==> src/accl_defs.vh <==
`ifndef ACCL_DEFS_VH
`define ACCL_DEFS_VH

// Register addresses on the plain register port
`define ACCL_ADDR_CTRL_STATUS   4'h0
`define ACCL_ADDR_SPECIAL_IO    4'h1
`define ACCL_ADDR_ROUTE_STATUS  4'h2
`define ACCL_ADDR_WIDTH         4

// Control/status register fields
`define ACCL_BIT_POWER_OFF      7
`define ACCL_BIT_BANDGAP_SEL    6
`define ACCL_BIT_SYNC_OUTPUT    5
`define ACCL_BIT_IRQ_FLAG       4
`define ACCL_BIT_IRQ_ENABLE     3
`define ACCL_BIT_CAPTURE_ROUTE  2
`define ACCL_BIT_MODE_HI        1
`define ACCL_BIT_MODE_LO        0

// Special-function register field
`define ACCL_BIT_MUX_ENABLE     3

// Route status register fields
`define ACCL_BIT_RS_NEG_LO      0
`define ACCL_BIT_RS_NEG_HI      2
`define ACCL_BIT_RS_NEG_MUXED   3
`define ACCL_BIT_RS_RAW         4
`define ACCL_BIT_RS_EVENT       5

// Interrupt mode encodings
`define ACCL_MODE_TOGGLE        2'h0
`define ACCL_MODE_RESERVED      2'h1
`define ACCL_MODE_FALLING       2'h2
`define ACCL_MODE_RISING        2'h3

// Reset values
`define ACCL_RST_CTRL           8'h00
`define ACCL_RST_SPECIAL_IO     8'h00
`define ACCL_RST_BYTE           8'h00
`define ACCL_NEG_SEL_PIN        4'h8

// Synchronizer depth in flip-flops
`define ACCL_SYNC_STAGES        2

`endif

==> src/accl_top.v <==
// The address-and-strobe port and the register addresses were decided locally.
`timescale 1ns/1ps
`include "accl_defs.vh"
// Behaviour
// - output high when positive above negative
// - synchronize result, one to two cycles
// - mode field picks toggle, fall, rise
// - flag set on selected output event
// - flag cleared by vector or one
// - request needs flag, enable, global enable
// - disable bit seven powers comparator down
// - bit six picks bandgap as positive
// - bit two routes output to capture
// - mux enable, converter off selects channel
// - special register bit three is mux enable
// - control/status register bit layout
// - converter enable qualifies multiplexer use
module accl_top #(
  parameter LEVEL_W = 10
) (
  clk,
  nrst,
  reg_addr,
  reg_wdata,
  reg_wr,
  reg_rd,
  reg_rdata,
  cmp_pos_pin,
  cmp_neg_pin,
  bandgap_level,
  converter_input_pins,
  converter_enable,
  channel_select_field,
  irq_ack,
  global_irq_enable,
  cmp_irq_request,
  capture_input,
  cmp_power_off,
  cmp_bandgap_select,
  cmp_neg_select,
  cmp_sync_output
);
  input  wire                          clk;
  input  wire                          nrst;
  input  wire [`ACCL_ADDR_WIDTH-1:0]   reg_addr;
  input  wire [7:0]                    reg_wdata;
  input  wire                          reg_wr;
  input  wire                          reg_rd;
  output reg  [7:0]                    reg_rdata;
  input  wire [LEVEL_W-1:0]            cmp_pos_pin;
  input  wire [LEVEL_W-1:0]            cmp_neg_pin;
  input  wire [LEVEL_W-1:0]            bandgap_level;
  input  wire [8*LEVEL_W-1:0]          converter_input_pins;
  input  wire                          converter_enable;
  input  wire [2:0]                    channel_select_field;
  input  wire                          irq_ack;
  input  wire                          global_irq_enable;
  output reg                           cmp_irq_request;
  output reg                           capture_input;
  output reg                           cmp_power_off;
  output reg                           cmp_bandgap_select;
  output reg  [3:0]                    cmp_neg_select;
  output reg                           cmp_sync_output;

  // Software-visible state
  reg                                  cmp_irq_flag;
  reg                                  cmp_irq_enable;
  reg                                  cmp_capture_route;
  reg  [1:0]                           cmp_irq_mode;
  reg  [7:0]                           special_function_io;

  // Synchronizer and edge detector
  reg                                  sync_first;
  reg                                  prev_output;
  reg                                  last_event;

  // Combinational terms
  reg  [LEVEL_W-1:0]                   pos_level;
  reg  [LEVEL_W-1:0]                   neg_level;
  reg                                  raw_result;
  reg                                  neg_muxed;
  reg                                  rise_evt;
  reg                                  fall_evt;
  reg                                  mode_evt;
  reg                                  ctrl_wr;
  reg                                  flag_w1c;
  reg                                  next_flag;
  reg  [7:0]                           next_rdata;
  reg  [7:0]                           ctrl_view;
  reg  [7:0]                           route_view;

  // Picks one channel's level out of the packed converter pin bus
  function [LEVEL_W-1:0] pick_channel;
    input [8*LEVEL_W-1:0] pins;
    input [2:0]           sel;
    integer               k;
    begin
      pick_channel = {LEVEL_W{1'b0}};
      for (k = 0; k < 8; k = k + 1) begin
        if (sel == k[2:0]) begin
          pick_channel = pins[k*LEVEL_W +: LEVEL_W];
        end
      end
    end
  endfunction

  // Multiplexer steering: the converter owns the mux while it is on
  always @* begin
    neg_muxed = special_function_io[`ACCL_BIT_MUX_ENABLE] & ~converter_enable;
    if (neg_muxed) begin
      neg_level = pick_channel(converter_input_pins, channel_select_field);
    end else begin
      neg_level = cmp_neg_pin;
    end
    if (cmp_bandgap_select) begin
      pos_level = bandgap_level;
    end else begin
      pos_level = cmp_pos_pin;
    end
  end

  // Comparison; a powered-down comparator reads low
  always @* begin
    raw_result = 1'b0;
    if (!cmp_power_off) begin
      raw_result = (pos_level > neg_level);
    end
  end

  // Event decode from the synchronized output
  always @* begin
    rise_evt = cmp_sync_output & ~prev_output;
    fall_evt = ~cmp_sync_output & prev_output;
    case (cmp_irq_mode)
      `ACCL_MODE_TOGGLE:   mode_evt = rise_evt | fall_evt;
      `ACCL_MODE_FALLING:  mode_evt = fall_evt;
      `ACCL_MODE_RISING:   mode_evt = rise_evt;
      `ACCL_MODE_RESERVED: mode_evt = 1'b0;
      default:             mode_evt = 1'b0;
    endcase
  end

  // Flag update: a new event wins over a clear in the same cycle
  always @* begin
    ctrl_wr   = reg_wr & (reg_addr == `ACCL_ADDR_CTRL_STATUS);
    flag_w1c  = ctrl_wr & reg_wdata[`ACCL_BIT_IRQ_FLAG];
    next_flag = cmp_irq_flag;
    if (flag_w1c || irq_ack) begin
      next_flag = 1'b0;
    end
    if (mode_evt) begin
      next_flag = 1'b1;
    end
  end

  // Read views
  always @* begin
    ctrl_view = {cmp_power_off,
                 cmp_bandgap_select,
                 cmp_sync_output,
                 cmp_irq_flag,
                 cmp_irq_enable,
                 cmp_capture_route,
                 cmp_irq_mode};
    route_view = `ACCL_RST_BYTE;
    route_view[`ACCL_BIT_RS_NEG_HI:`ACCL_BIT_RS_NEG_LO] = channel_select_field;
    route_view[`ACCL_BIT_RS_NEG_MUXED] = neg_muxed;
    route_view[`ACCL_BIT_RS_RAW]       = raw_result;
    route_view[`ACCL_BIT_RS_EVENT]     = last_event;
    case (reg_addr)
      `ACCL_ADDR_CTRL_STATUS:  next_rdata = ctrl_view;
      `ACCL_ADDR_SPECIAL_IO:   next_rdata = special_function_io;
      `ACCL_ADDR_ROUTE_STATUS: next_rdata = route_view;
      default:                 next_rdata = `ACCL_RST_BYTE;
    endcase
  end

  // Control register writes
  always @(posedge clk) begin
    if (!nrst) begin
      cmp_power_off      <= 1'b0;
      cmp_bandgap_select <= 1'b0;
      cmp_irq_enable     <= 1'b0;
      cmp_capture_route  <= 1'b0;
      cmp_irq_mode       <= `ACCL_MODE_TOGGLE;
      cmp_irq_flag       <= 1'b0;
    end else begin
      cmp_irq_flag <= next_flag;
      if (ctrl_wr) begin
        // Sync output bit is read-only and the flag is write-one-to-clear
        cmp_power_off      <= reg_wdata[`ACCL_BIT_POWER_OFF];
        cmp_bandgap_select <= reg_wdata[`ACCL_BIT_BANDGAP_SEL];
        cmp_irq_enable     <= reg_wdata[`ACCL_BIT_IRQ_ENABLE];
        cmp_capture_route  <= reg_wdata[`ACCL_BIT_CAPTURE_ROUTE];
        cmp_irq_mode       <= reg_wdata[`ACCL_BIT_MODE_HI:`ACCL_BIT_MODE_LO];
      end
    end
  end

  // Shared special-function register; only the mux enable bit is used here
  always @(posedge clk) begin
    if (!nrst) begin
      special_function_io <= `ACCL_RST_SPECIAL_IO;
    end else if (reg_wr && (reg_addr == `ACCL_ADDR_SPECIAL_IO)) begin
      special_function_io <= reg_wdata;
    end
  end

  // Two-flop synchronizer; the first stage feeds nothing but the second
  always @(posedge clk) begin
    if (!nrst) begin
      sync_first      <= 1'b0;
      cmp_sync_output <= 1'b0;
      prev_output     <= 1'b0;
      last_event      <= 1'b0;
    end else begin
      sync_first      <= raw_result;
      cmp_sync_output <= sync_first;
      prev_output     <= cmp_sync_output;
      last_event      <= mode_evt;
    end
  end

  // Request, capture route and read port outputs
  always @(posedge clk) begin
    if (!nrst) begin
      cmp_irq_request <= 1'b0;
      capture_input   <= 1'b0;
      cmp_neg_select  <= `ACCL_NEG_SEL_PIN;
      reg_rdata       <= `ACCL_RST_BYTE;
    end else begin
      // Taken from next_flag so an acked flag drops the request at once
      cmp_irq_request <= next_flag & cmp_irq_enable & global_irq_enable;
      // Timer's own noise canceler and edge select act on this level
      capture_input   <= cmp_capture_route & cmp_sync_output;
      cmp_neg_select  <= neg_muxed ? {1'b0, channel_select_field} : `ACCL_NEG_SEL_PIN;
      if (reg_rd) begin
        reg_rdata <= next_rdata;
      end else begin
        reg_rdata <= `ACCL_RST_BYTE;
      end
    end
  end

endmodule // accl_top

==> config.mk <==
export PLATFORM = sky130hd
export DESIGN_NAME = accl_top
export DESIGN_NICKNAME = d
export VERILOG_FILES = /design/src/accl_top.v
export VERILOG_INCLUDE_DIRS = /design/src /design/src/src
export SDC_FILE = /design/constraint.sdc
export NUM_CORES = 1
export LEC_CHECK = 0
export BUFFER_PORTS_ARGS = -buffer_cell sky130_fd_sc_hd__buf_4
export CORE_MARGIN = 2
export CORE_UTILIZATION = 47
export CTS_BUF_LIST = sky130_fd_sc_hd__clkbuf_8 sky130_fd_sc_hd__clkbuf_16
export CTS_CLUSTER_DIAMETER = 30
export DETAILED_ROUTE_END_ITERATION = 8
export GPL_TIMING_DRIVEN = 0
export PLACE_DENSITY = 0.86
export SKIP_LAST_GASP = 1
export SYNTH_ARGS = -nofsm -noshare
export SYNTH_HDL_FRONTEND = slang
export SYNTH_SLANG_ARGS = --single-unit
==> constraint.sdc <==
create_clock -name clk -period 6.3 [get_ports clk]
set_clock_uncertainty 0.2 [all_clocks]
set_input_delay 1.26 -clock clk [delete_from_list [all_inputs] [get_ports clk]]
set_output_delay 1.26 -clock clk [all_outputs]
set_load 0.02 [all_outputs]
=== After elaboration in Yosys (flattened, before gate mapping) ===
Cells that the tools add are included.
W data, S select, Z words.

* $add $sub $neg: 0
* Multipliers: 0
* Div/mod/pow operators: 0
* $lt $le $gt $ge: 1
* Eq/ne operators: 12
* Shift-type cells: 0
* Muxes and demuxes: 16
* Bitwise operators: 12
* Reductions and logical operators: 7

{| class="wikitable"
|+ Operator list
! kind !! number
|-
| $mux W10 || 10
|-
| $pmux W8 S3 || 1
|-
| $eq A3 B3 Y1 const B || 4
|-
| $gt A10 B10 Y1 || 1
|-
| $and A1 B1 Y1 || 8
|-
| $eq A3 B2 Y1 const B || 2
|-
| $eq A2 B2 Y1 const B || 2
|-
| $eq A4 B1 Y1 const B || 1
|-
| $eq A4 B2 Y1 const B || 1
|-
| $logic_not A4 Y1 || 1
|-
| $mux W4 || 1
|-
| $pmux W1 S4 || 1
|-
| $reduce_and A2 Y1 || 2
|-
| $eq A3 B1 Y1 const B || 1
|-
| $logic_not A3 Y1 || 1
|-
| $mux W1 || 3
|-
| $not A1 Y1 || 3
|-
| $eq A2 B1 Y1 const B || 1
|-
| $logic_not A2 Y1 || 1
|-
| $logic_and A1 B1 Y1 || 1
|-
| $logic_or A1 B1 Y1 || 1
|-
| $or A1 B1 Y1 || 1
|}

* Flip-flop bits (word level): 33
* Bits in latches: 0
* RAM bits: 0
* ROM bits: 0
* Output and inout port bits: 17
* Word-level logic and storage cells: 64
* Memories kept: 0

=== Depth between registers and ports, before layout ===
Gate-level depths: netlist of the first run.

* Depth in word-level cells: 13
* Mapped depth: 14
* Mapped depth without buffers: 11

=== Worst setup path before layout of the first run ===
Ideal clock, no wire load.

* Kind: input to register
* Start: input channel_select_field[1]
* End: register reg_rdata[4]
* Library setup time: 128 ps
* Arrival: 3204 ps
* Data required time: 5972 ps
* Slack: 2768 ps
* Stages: 14
* Buffers on the path: 3
* Cell sequence: buf_6 > buf_2 > buf_2 > nand2_1 > o211ai_1 > o211ai_1 > o211ai_1 > o21ai_0 > ha_1 > a21oi_1 > o21ai_0 > a21o_1 > a211oi_1 > o22ai_1

* Cells in the longest elaborated chain, start to end: 13
* Elaborated cells between the ends (all ways): 20
* Those cells by class: order compare: 1; eq/ne: 7; mux: 11; reduce/logical: 1

{| class="wikitable"
|+ Ends and longest elaborated chain
! what !! RTL line !! RTL
|-
| from (decl) || accl_top.v:55 || <nowiki>input wire [2:0] channel_select_field;</nowiki>
|-
| $logic_not A3 Y1 || accl_top.v:100 || <nowiki>if (sel == k[2:0]) begin</nowiki>
|-
| $mux W10 (7 in a row) || accl_top.v:100 ||
|-
| $mux W10 * || accl_top.v:100 ||
|-
| $mux W10 * || accl_top.v:110 || <nowiki>if (neg_muxed) begin</nowiki>
|-
| $gt A10 B10 Y1 * || accl_top.v:126 || <nowiki>raw_result = (pos_level > neg_level);</nowiki>
|-
| $mux W1 * || accl_top.v:125 || <nowiki>if (!cmp_power_off) begin</nowiki>
|-
| $pmux W8 S3 * || accl_top.v:170 || <nowiki>case (reg_addr)</nowiki>
|-
| to (signal assigned) || accl_top.v:230 || <nowiki>reg_rdata <= `ACCL_RST_BYTE;</nowiki>
|-
| to (signal assigned) || accl_top.v:238 || <nowiki>reg_rdata <= next_rdata;</nowiki>
|-
| to (signal assigned) || accl_top.v:240 || <nowiki>reg_rdata <= `ACCL_RST_BYTE;</nowiki>
|-
| to (decl) || accl_top.v:49 || <nowiki>output reg [7:0] reg_rdata;</nowiki>
|}

Every way passes the cells marked *; elsewhere a longest branch is shown, timed or not.
A chain may end at the register's enable or synchronous reset.

=== Worst setup path in the final report of the first run ===
* Start: input converter_enable
* End: register reg_rdata[4]

* Cells in the longest elaborated chain, start to end: 6

{| class="wikitable"
|+ Ends and longest elaborated chain
! what !! RTL line !! RTL
|-
| from (decl) || accl_top.v:54 || <nowiki>input wire converter_enable;</nowiki>
|-
| $not A1 Y1 || accl_top.v:109 || <nowiki>neg_muxed = special_function_io[`ACCL_BIT_MUX_ENABLE] & ~converter_enable;</nowiki>
|-
| $and A1 B1 Y1 || accl_top.v:109 ||
|-
| $mux W10 || accl_top.v:110 ||
|-
| $gt A10 B10 Y1 || accl_top.v:126 ||
|-
| $mux W1 || accl_top.v:125 ||
|-
| $pmux W8 S3 || accl_top.v:170 ||
|}

No other way between the ends.

==> reports/qor.csv, run 1 <==
metric,value,unit
Mapped Nets,448,
fin area,0.00372,mm^2
fraction of layout cells with a size suffix above 1,39.9,%
Setup crit end kind,register,
Synth top cells by count,"nor2_1, dfxtp_1, mux2i_1",
largest area contributor in the netlist,dfxtp_1,
Setup Buffers After CTS,0,
Die Y,76.4,um
CP startpoint kind,input pin,
DR WL/cell,15.6,um
max-cap viol count,0,
clk_lat worst skew,0.28,ns
drt total wl,8.20,mm
initial core utilization,48.5,%
Ys Warns,0,
Mapped Avg Cell Area,8.10,um^2
PostCTS Resize Cnt,0,
Avg Vias per Cell,5.51,
Core ar.,0.00507,mm^2
"Cell Count, Final, Fillers Out",526,
Fillers,411,
"top cells by area, synth","dfxtp_1, mux2i_1, ha_1, nor2_1, mux2_2",
final slew viol count,0,
Worst Path Required,6.26,ns
outcome,"finished, final reports clean",
CTS tree,yes,
ys flop type,dfxtp_1,
Async SR Flop Fraction,0,%
maximum vdd drop,0.105,mV
CP Max Fanout,10,
fin crit period,3.90,ns
largest net degree at the start of global routing,11,
post-synthesis instance area,0.00246,mm^2
ant diodes,0,
Top-Level Pins,149,
crit share post-route,61.9,%
utilization after layout,73.4,%
Slew headroom,65.4,%
Nets,600,
Detail Placement HPWL,6.77,mm
H-tree Lvls,2,
# DRC,0,
first-pass GRT wire length,13.5,mm
Total GRT Usage,28.4,%
RePlAce Congestion,0.879,
CTS sink count,33,
clock tree buffer depth,2,
placed insts,519,
initial antenna violation count,0,
vias,2896,
most common cell in the netlist,nor2_1,
PortBufs,145,
Post-synth EDFFs,0,
vias in the first global route,2982,
synth-to-layout area growth,51.3,%
Cells after Synth,304,
"Hold Violations, Final",0,
post-route setup TNS,0,ns
RSZ-0062 raised after global routing,false,
Final setup viols,0,
PD cells,142,mW/mm^2
Unique masters post-synth,49,
DP Area,0.00364,mm^2
Slew @ Worst Pin,0.519,ns
drt initial violations,170,
CTS root buffer,clkbuf_8,
register area share after synthesis,26.8,%
clock slew at reported path FFs,0.06,ns
Die Width,76.4,um
Worst R2R Setup Slack,3.08,ns
Fmax,0.256,GHz
area share of the largest cell type after synthesis,26.8,%
die area,0.00583,mm^2
Row Count,26,
arrival time at the worst endpoint,3.86,ns
"flops & latches, synth",33,
total CTS buffers,5,
Hold WS,0.247,ns
first-pass iteration count of the detailed router,4,
Setup CP Type,in -> reg,
P_leak,1.76,nW
Worst Hold Class,reg -> reg,
CTS Hold Bufs,0,
Antenna Nets Post-Route,0,
GRT Residual Overflow,0,
## cells in the final DEF, fill, tap and decap left out, types with 4 or more instances in the layout
| cell type | n |
|---|---|
| a21boi_0 | 7 |
| a21oi_1 | 12 |
| and3_1 | 5 |
| buf_2 | 9 |
| buf_4 | 147 |
| clkbuf_1 | 6 |
| clkbuf_8 | 6 |
| dfxtp_1 | 33 |
| ha_1 | 12 |
| inv_1 | 7 |
| mux2_2 | 9 |
| mux2i_1 | 30 |
| nand2_1 | 27 |
| nand2b_1 | 5 |
| nor2_1 | 38 |
| nor2b_1 | 14 |
| o2111ai_1 | 4 |
| o211ai_1 | 7 |
| o21ai_0 | 20 |
| o21ai_1 | 4 |
| o221ai_1 | 4 |
| o22ai_1 | 9 |
## metrics by stage
step / power [mW] / worst slack [ns]
finish: 0.528 / 2.40
global route: 0.557 / 2.15
CTS: 0.528 / 2.39
detailed placement: 0.374 / 2.11
global placement: 0.370 / 2.22
floorplan: 0.292 / 2.77
## power breakdown
part           leakage [nW]  switching, mW  internal [mW]
sequential            0.267        0.00220          0.212
combinational          1.45         0.0658         0.0910
clock                0.0485         0.0717         0.0849
total                  1.76          0.140          0.388
## metal layers
layer	routed length (um)	track usage (%)	part of all wire, %
met1	3170	32.5	39
met2	4290	53.1	52
met3	613	6.64	7.5
met4	123	6.73	1.5
met5	0	0	0
## cell type report
cell class / instances / area, um^2 / area share (%)
multi-input combinational: 244 / 1670 / 44.7
clock inverter: 1 / 3.75 / 0.101
tap: 70 / 87.6 / 2.35
buffer: 20 / 109 / 2.92
clock buffer: 6 / 82.6 / 2.22
inverter: 7 / 26.3 / 0.705
timing repair buffer: 145 / 1090 / 29.2
sequential: 33 / 661 / 17.7
## worst paths after layout
kind | from | end | depth (start not counted)
worst max-delay path | converter_enable | reg_rdata[4] | 12
worst min-delay path | sync_first | cmp_sync_output | 1
worst max register to register | special_function_io[3] | reg_rdata[4] | 11
worst min register to register | sync_first | cmp_sync_output | 1
## cell families after synthesis
| logic type | count (synthesis) | synth area share (%) |
|---|---|---|
| DFF | 33 | 26.8 |
| adders and majority gates | 12 | 6.10 |
| AOI/OAI and AO/OA | 85 | 24.2 |
| and+or+nand+nor | 108 | 21.1 |
| muxes | 39 | 16.3 |
| buffers and inverters | 27 | 5.49 |
## state kept, by name, indices dropped and copies added (netlist names), 2 cells and up
name                 count
cmp_irq_mode             2
cmp_neg_select           4
reg_rdata                8
special_function_io      8
## critical path, stage by stage
cell      delay (ns)
buf_4           0.12
nor2b_1         0.10
clkbuf_1        0.39
clkbuf_1        0.41
o211ai_1        0.21
o21ai_0         0.12
ha_1            0.27
a21oi_1         0.14
o21ai_0         0.09
a21o_1          0.18
a211oi_1        0.40
o22ai_1         0.15
Power figures use the tool's default switching activity.
==> run 2, diff against run 1 <==
--- a/config.mk
+++ b/config.mk
@@ -8,12 +8,12 @@
 export LEC_CHECK = 0
 export BUFFER_PORTS_ARGS = -buffer_cell sky130_fd_sc_hd__buf_4
 export CORE_MARGIN = 2
-export CORE_UTILIZATION = 47
+export CORE_UTILIZATION = 44
 export CTS_BUF_LIST = sky130_fd_sc_hd__clkbuf_8 sky130_fd_sc_hd__clkbuf_16
 export CTS_CLUSTER_DIAMETER = 30
 export DETAILED_ROUTE_END_ITERATION = 8
 export GPL_TIMING_DRIVEN = 0
-export PLACE_DENSITY = 0.86
+export PLACE_DENSITY = 0.81
 export SKIP_LAST_GASP = 1
 export SYNTH_ARGS = -nofsm -noshare
 export SYNTH_HDL_FRONTEND = slang
==> constraint.sdc (replaced) <==
create_clock -name clk -period 4.1 [get_ports clk]
set_clock_uncertainty 0.2 [all_clocks]
set_input_delay 0.82 -clock clk [delete_from_list [all_inputs] [get_ports clk]]
set_output_delay 0.82 -clock clk [all_outputs]
set_load 0.02 [all_outputs]
==> run 2 against run 1 <==
Routed wire length decreased by 2.6%. Critical path depth unchanged. First-iteration DRC count decreased by 8.2%. Global-route usage decreased by 2.6 points. Critical path type unchanged. Largest cell class unchanged. Largest power group unchanged.
==> reports/qor.csv, run 2 (same netlist as run 1, synthesis figures left out) <==
metric,value,unit,change
"CP delay by family, top",compound AO/OA/AOI/OAI gates,,
synth-to-layout area growth,51.4,%,about the same
Setup Buffers After CTS,0,,unchanged
GRT Residual Overflow,0,,unchanged
biggest registers after layout,"reg_rdata: 8 flops, special_function_io: 8 flops, cmp_neg_select: 4 flops",,
worst path bufs/invs,3,,unchanged
max-cap viol count,0,,unchanged
Worst Setup SP,converter_enable,,
largest net degree at the start of global routing,11,,unchanged
crit share post-route,83.7,%,
Worst path slowest cell,clkbuf_1,,
drt total wl,7.98,mm,-2.6%
Slew @ Worst Pin,0.505,ns,-0.0139 ns
Reg-to-Reg Start,special_function_io[3],,
Avg Vias per Cell,5.38,,-2.2%
"Largest stage delay, worst path",0.40,ns,about the same
Switching Share,26.3,%,-0.22 points
CTS sink count,33,,unchanged
"Hold Violations, Final",0,,unchanged
CP Max Fanout,10,,unchanged
Fmax,0.292,GHz,
Setup CP Type,in -> reg,,
total CTS buffers,5,,unchanged
Worst Path Required,4.05,ns,-2.21 ns
"commonest non-fill, non-tap cell in the layout",buf_4,,
stages on the worst setup path,12,,unchanged
CP startpoint kind,input pin,,
clock tree buffer depth,2,,unchanged
Final setup viols,0,,unchanged
combinational share of power,29.8,%,about the same
H-tree Lvls,2,,unchanged
Die Y,78.8,um,+3.2%
Clk network pwr share,29.5,%,-0.2 points
fin crit period,3.43,ns,
clock slew at reported path FFs,0.06,ns,about the same
initial antenna violation count,0,,unchanged
Slew headroom,66.3,%,+0.93 points
vias,2842,,-1.9%
"Cell Count, Final, Fillers Out",528,,+0.38%
Row Count,27,,+3.8%
Worst R2R Setup Slack,0.92,ns,-2.16 ns
CTS Hold Bufs,0,,unchanged
switching power,0.212,mW,+52%
Setup crit end kind,register,,
sequential share of power,40.7,%,about the same
first-pass GRT wire length,12.8,mm,-5.2%
CTS root buffer,clkbuf_8,,
ant diodes,0,,unchanged
P_leak,1.76,nW,unchanged
Pint,0.596,mW,+54%
Core ar.,0.00544,mm^2,+7.2%
most frequent cells in the layout,"buf_4, nor2_1, dfxtp_1",,
Worst setup endpoint,reg_rdata[4],,
post-route setup TNS,0,ns,unchanged
# DRC,0,,unchanged
RePlAce Congestion,0.862,,-1.9%
Die Width,78.8,um,+3.2%
Total GRT Usage,25.8,%,-2.6 points
maximum vdd drop,0.122,mV,+17%
Detail Placement HPWL,6.55,mm,-3.2%
RSZ-0062 raised after global routing,false,,
reg2reg end,reg_rdata[4],,
Nets,600,,unchanged
Worst Hold Class,reg -> reg,,
Top-Level Pins,149,,unchanged
CTS tree,yes,,
PD cells,217,mW/mm^2,+53%
Antenna Nets Post-Route,0,,unchanged
initial core utilization,45.3,%,-3.2 points
final slew viol count,0,,unchanged
vias in the first global route,2834,,-5.0%
first-pass iteration count of the detailed router,4,,unchanged
worst path cell trace,"buf_4, nor2b_1, clkbuf_1, clkbuf_1, o211ai_1, o21ai_0, ha_1, a21oi_1, o21ai_0, a21o_1, a211oi_1, o22ai_1",,
clk_lat worst skew,0.28,ns,about the same
DR WL/cell,15.1,um,-3.0%
placed insts,521,,+0.39%
PostCTS Resize Cnt,0,,unchanged
drt initial violations,156,,-8.2%
FF-to-FF path depth,11,,unchanged
arrival time at the worst endpoint,3.38,ns,-0.48 ns
PortBufs,145,,unchanged
fraction of layout cells with a size suffix above 1,39.9,%,unchanged
die area,0.00621,mm^2,+6.5%
outcome,"finished, final reports clean",,
==> run 2: cell counts in the layout (fill, tap and decap cells not counted) <==
No cell type changed its count.
==> run 2: worst min path at each step <==
stage                           from         endpoint  slack, ns  cells past startpoint
final                     sync_first  cmp_sync_output       0.24                      1
after global routing      sync_first  cmp_sync_output       0.28                      1
after CTS                 sync_first  cmp_sync_output       0.24                      1
after detailed placement  sync_first  cmp_sync_output       0.22                      1
after global placement    sync_first  cmp_sync_output       0.22                      1
after floorplan           sync_first  cmp_sync_output       0.21                      1
==> run 2: per-stage QoR <==
step	cell area [um^2]	power [mW]	hold WS (ns)	setup slack, ns	util, %
6_report	3730	0.809	0.244	0.670	68.5
5_1_grt	3730	0.850	0.283	0.446	68.5
2_1_floorplan	2460	0.448	0.212	1.01	-
4_1_cts	3730	0.811	0.243	0.703	68.5
3_5_place_dp	3640	0.575	0.218	0.422	66.9
3_3_place_gp	3640	0.569	0.218	0.428	66.9
==> run 2: layout make-up <==
type / count / area (um^2)
Sequential cell: 33 / 661
Multi-Input combinational cell: 244 / 1670
Timing Repair Buffer: 145 / 1090
Clock buffer: 6 / 82.6
Clock inverter: 1 / 3.75
Buffer: 20 / 109
Tap cell: 72 / 90.1
Fill cell: 444 / 1710
Inverter: 7 / 26.3
==> run 2: worst register-to-register path, stage by stage, from the launching register on <==
cell and delay, ns:
dfxtp_1 0.36, nor2b_1 0.15, clkbuf_1 0.38, clkbuf_1 0.41, o211ai_1 0.21, o21ai_0 0.12, ha_1 0.28, a21oi_1 0.15
o21ai_0 0.11, a21o_1 0.19, a211oi_1 0.36, o22ai_1 0.15
==> run 2: metal layers <==
| metal | up-vias | share of wire [%] | track usage, % |
|---|---|---|---|
| li1 | 1411 | - | - |
| met1 | 1298 | 42 | 31.5 |
| met2 | 123 | 50 | 45.3 |
| met3 | 10 | 7.1 | 5.91 |
| met4 | 0 | 1.4 | 7.59 |
| met5 | - | 0 | 0 |
==> run 2: power groups by stage <==
stage	Clock [mW]	Combinational, mW	Sequential (mW)
finish	0.239	0.241	0.329
global route	0.256	0.264	0.329
CTS	0.242	0.240	0.329
detailed placement	0	0.239	0.336
global placement	0	0.233	0.336
floorplan	0	0.112	0.336
==> run 3, diff against run 2 <==
--- a/config.mk
+++ b/config.mk
@@ -6,6 +6,7 @@
 export SDC_FILE = /design/constraint.sdc
 export NUM_CORES = 1
 export LEC_CHECK = 0
+export ABC_AREA = 1
 export BUFFER_PORTS_ARGS = -buffer_cell sky130_fd_sc_hd__buf_4
 export CORE_MARGIN = 2
 export CORE_UTILIZATION = 44
==> constraint.sdc (replaced) <==
create_clock -name clk -period 3.55 [get_ports clk]
set_clock_uncertainty 0.2 [all_clocks]
set_input_delay 0.71 -clock clk [delete_from_list [all_inputs] [get_ports clk]]
set_output_delay 0.71 -clock clk [all_outputs]
set_load 0.02 [all_outputs]
==> run 3 against run 2 <==
First-iteration DRC count rose by 5.1%. Largest cell class unchanged. Combinational power grew 17%. Power grew 14%. Critical endpoint unchanged. Flip-flop and latch count is the same. Routed wire length increased by 6.6%. Hold slack got worse by 0.025 ns. Area after synthesis is 1.2% higher. Cell count grew 16%. Register-to-register slack better by 0.21 ns.
==> reports/qor.csv, run 3 <==
metric,value,unit,change
outcome,"finished, final reports clean",,
compound-gate portion of the synthesized area,18.0,%,-6.2 points
area share of the largest cell type after synthesis,26.5,%,-0.32 points
clock tree buffer depth,2,,unchanged
Final setup viols,0,,unchanged
Nets,686,,+14%
CP startpoint kind,input pin,,
most common cell in the netlist,nand2_1,,
placed insts,607,,+17%
initial core utilization,45.5,%,+0.27 points
Setup Buffers After CTS,0,,unchanged
PD cells,245,mW/mm^2,+13%
"flops & latches, synth",33,,unchanged
Detail Placement HPWL,7.09,mm,+8.3%
Worst Path Required,3.57,ns,-0.48 ns
simple-gate area share of the yosys netlist,36.0,%,+15 points
register area share after synthesis,26.5,%,-0.32 points
Top-Level Pins,149,,unchanged
Synth Area in XOR/XNOR,0,%,unchanged
most frequent cells in the layout,"buf_4, nand2_1, inv_1",,
Slew headroom,51.9,%,-14 points
Total GRT Usage,26.9,%,+1.1 points
post-synthesis instance area,0.00249,mm^2,+1.2%
GRT Residual Overflow,0,,unchanged
# DRC,0,,unchanged
vias in the first global route,2978,,+5.1%
Async SR Flop Fraction,0,%,unchanged
max-cap viol count,0,,unchanged
mux cell area share after synthesis,0.402,%,-16 points
FF-to-FF path depth,15,,+4
fraction of layout cells with a size suffix above 1,34.4,%,-5.5 points
crit share post-route,78.5,%,
RePlAce Congestion,0.929,,+7.7%
Worst Hold Class,reg -> reg,,
Antenna Nets Post-Route,0,,unchanged
Synth top cells by count,"nand2_1, inv_1, nor2_1",,
Ys Warns,0,,unchanged
largest net degree at the start of global routing,11,,unchanged
Die Y,79.3,um,+0.58%
total CTS buffers,5,,unchanged
fin crit period,2.79,ns,
Worst R2R Setup Slack,1.13,ns,+0.21 ns
PostCTS Resize Cnt,0,,unchanged
CTS Hold Bufs,0,,unchanged
synth-to-layout area growth,50.9,%,
maximum vdd drop,0.169,mV,+38%
Row Count,27,,unchanged
hold path depth,2,,+1
ys flop type,dfxtp_1,,
Cells after Synth,389,,+28%
Fmax,0.359,GHz,
Synth Area in Adders,6.02,%,-0.073 points
P_leak,1.94,nW,+10%
"Cell Count, Final, Fillers Out",615,,+16%
reg2reg end,reg_rdata[4],,
final slew viol count,0,,unchanged
Reg-to-Reg Start,special_function_io[3],,
initial antenna violation count,0,,unchanged
drt total wl,8.51,mm,+6.6%
die area,0.00628,mm^2,+1.2%
largest area contributor in the netlist,dfxtp_1,,
Setup CP Type,in -> reg,,
clock slew at reported path FFs,0.07,ns,about the same
H-tree Lvls,2,,unchanged
Post-synth EDFFs,0,,unchanged
clk_lat worst skew,0.28,ns,about the same
"Hold Violations, Final",0,,unchanged
Min-Delay Startpoint,sync_first,,
RSZ-0062 raised after global routing,false,,
Die Width,79.3,um,+0.58%
WHS Endpoint,cmp_sync_output,,
post-route setup TNS,0,ns,unchanged
CP Max Fanout,10,,unchanged
Avg Vias per Cell,5.10,,-5.3%
CTS root buffer,clkbuf_8,,
first-pass GRT wire length,13.3,mm,+3.8%
Setup crit end kind,register,,
"commonest non-fill, non-tap cell in the layout",buf_4,,
arrival time at the worst endpoint,2.80,ns,-0.58 ns
Mapped Avg Cell Area,6.41,um^2,-21%
Fillers,510,,+15%
drt initial violations,164,,+5.1%
Mapped Nets,533,,+19%
Core ar.,0.00547,mm^2,+0.62%
"top cells by area, synth","dfxtp_1, nand2_1, nand4_1, inv_1, a21oi_1",,
DR WL/cell,13.8,um,-8.5%
largest family of logic cells by synthesized area,simple AND/OR/NAND/NOR gates,,
PortBufs,146,,+0.69%
first-pass iteration count of the detailed router,7,,+3
ant diodes,0,,unchanged
Slew @ Worst Pin,0.715,ns,+0.210 ns
CTS sink count,33,,unchanged
CTS tree,yes,,
vias,3134,,+10%
Unique masters post-synth,30,,-39%
biggest registers after layout,"reg_rdata: 8 flops, special_function_io: 8 flops, cmp_neg_select: 4 flops",,
-- run 3: cell count changes after synthesis, moves of 14 or more --
cell	delta
a21oi_1	+24
mux2i_1	-29
inv_1	+48
nor2b_1	-14
nand2_1	+61
nand3_1	+24
nand4_1	+32
-- run 3: routing by layer --
metal | vias up | global-route usage (%) | wire length [um]
met5 | - | 0 | 0
met1 | 1349 | 31.4 | 3440
li1 | 1609 | - | -
met2 | 154 | 47.7 | 4090
met4 | 0 | 11.7 | 286
met3 | 22 | 5.23 | 686
-- run 3: metrics by stage --
stage	hold WS (ns)	worst slack (ns)	utilization [%]	power, mW	area [um^2]
2_1_floorplan	0.190	0.931	-	0.518	2490
3_3_place_gp	0.198	0.478	67.2	0.666	3680
3_5_place_dp	0.209	0.496	67.2	0.669	3680
4_1_cts	0.223	0.781	68.7	0.926	3760
5_1_grt	0.241	0.574	68.7	0.973	3760
6_report	0.220	0.765	68.7	0.920	3760
-- run 3: how the worst max path moves through the flow --
| stage | startpoint | end | slack [ns] | depth (start not counted) |
|---|---|---|---|---|
| 5_1_grt | channel_select_field[2] | reg_rdata[4] | 0.57 | 15 |
| 6_report | channel_select_field[2] | reg_rdata[4] | 0.76 | 15 |
| 4_1_cts | channel_select_field[2] | reg_rdata[4] | 0.78 | 15 |
| 2_1_floorplan | channel_select_field[0] | reg_rdata[4] | 0.93 | 14 |
| 3_5_place_dp | channel_select_field[2] | reg_rdata[4] | 0.50 | 15 |
| 3_3_place_gp | channel_select_field[2] | reg_rdata[4] | 0.48 | 15 |
-- run 3: layout make-up --
type                            instances  area, um^2  share of cell area, %
Timing Repair Buffer                  146        1100                   29.1
Clock inverter                          3        13.8                  0.366
Inverter                               59         224                   5.95
Clock buffer                            5        68.8                   1.83
Sequential cell                        33         661                   17.6
Tap cell                               72        90.1                   2.40
Buffer                                 18         100                   2.66
Multi-Input combinational cell        279        1510                   40.1
-- run 3: kinds of logic (layout without fill, tap and decap cells) --
| kind of cell | count (synthesis) | after routing |
|---|---|---|
| compound gates | 72 | 72 |
| flops | 33 | 33 |
| buf+inv | 77 | 231 |
| fa+ha+maj | 12 | 12 |
| simple gates | 194 | 194 |
| mux | 1 | 1 |
-- run 3: where the power goes --
group | internal [mW] | switching [mW]
registers | 0.379 | 0.00340
logic | 0.149 | 0.133
clock network | 0.133 | 0.124
-- run 3: worst max-delay path, cell delays in order --
cell	delay, ns
buf_4	0.13
inv_2	0.18
buf_2	0.27
nand4_1	0.12
nand3_1	0.15
nor2_1	0.05
nand4_1	0.12
a21boi_2	0.07
ha_1	0.29
nand2_1	0.07
nor2_1	0.19
nand3_1	0.10
nand3_1	0.11
nand3_1	0.10
a21oi_1	0.16
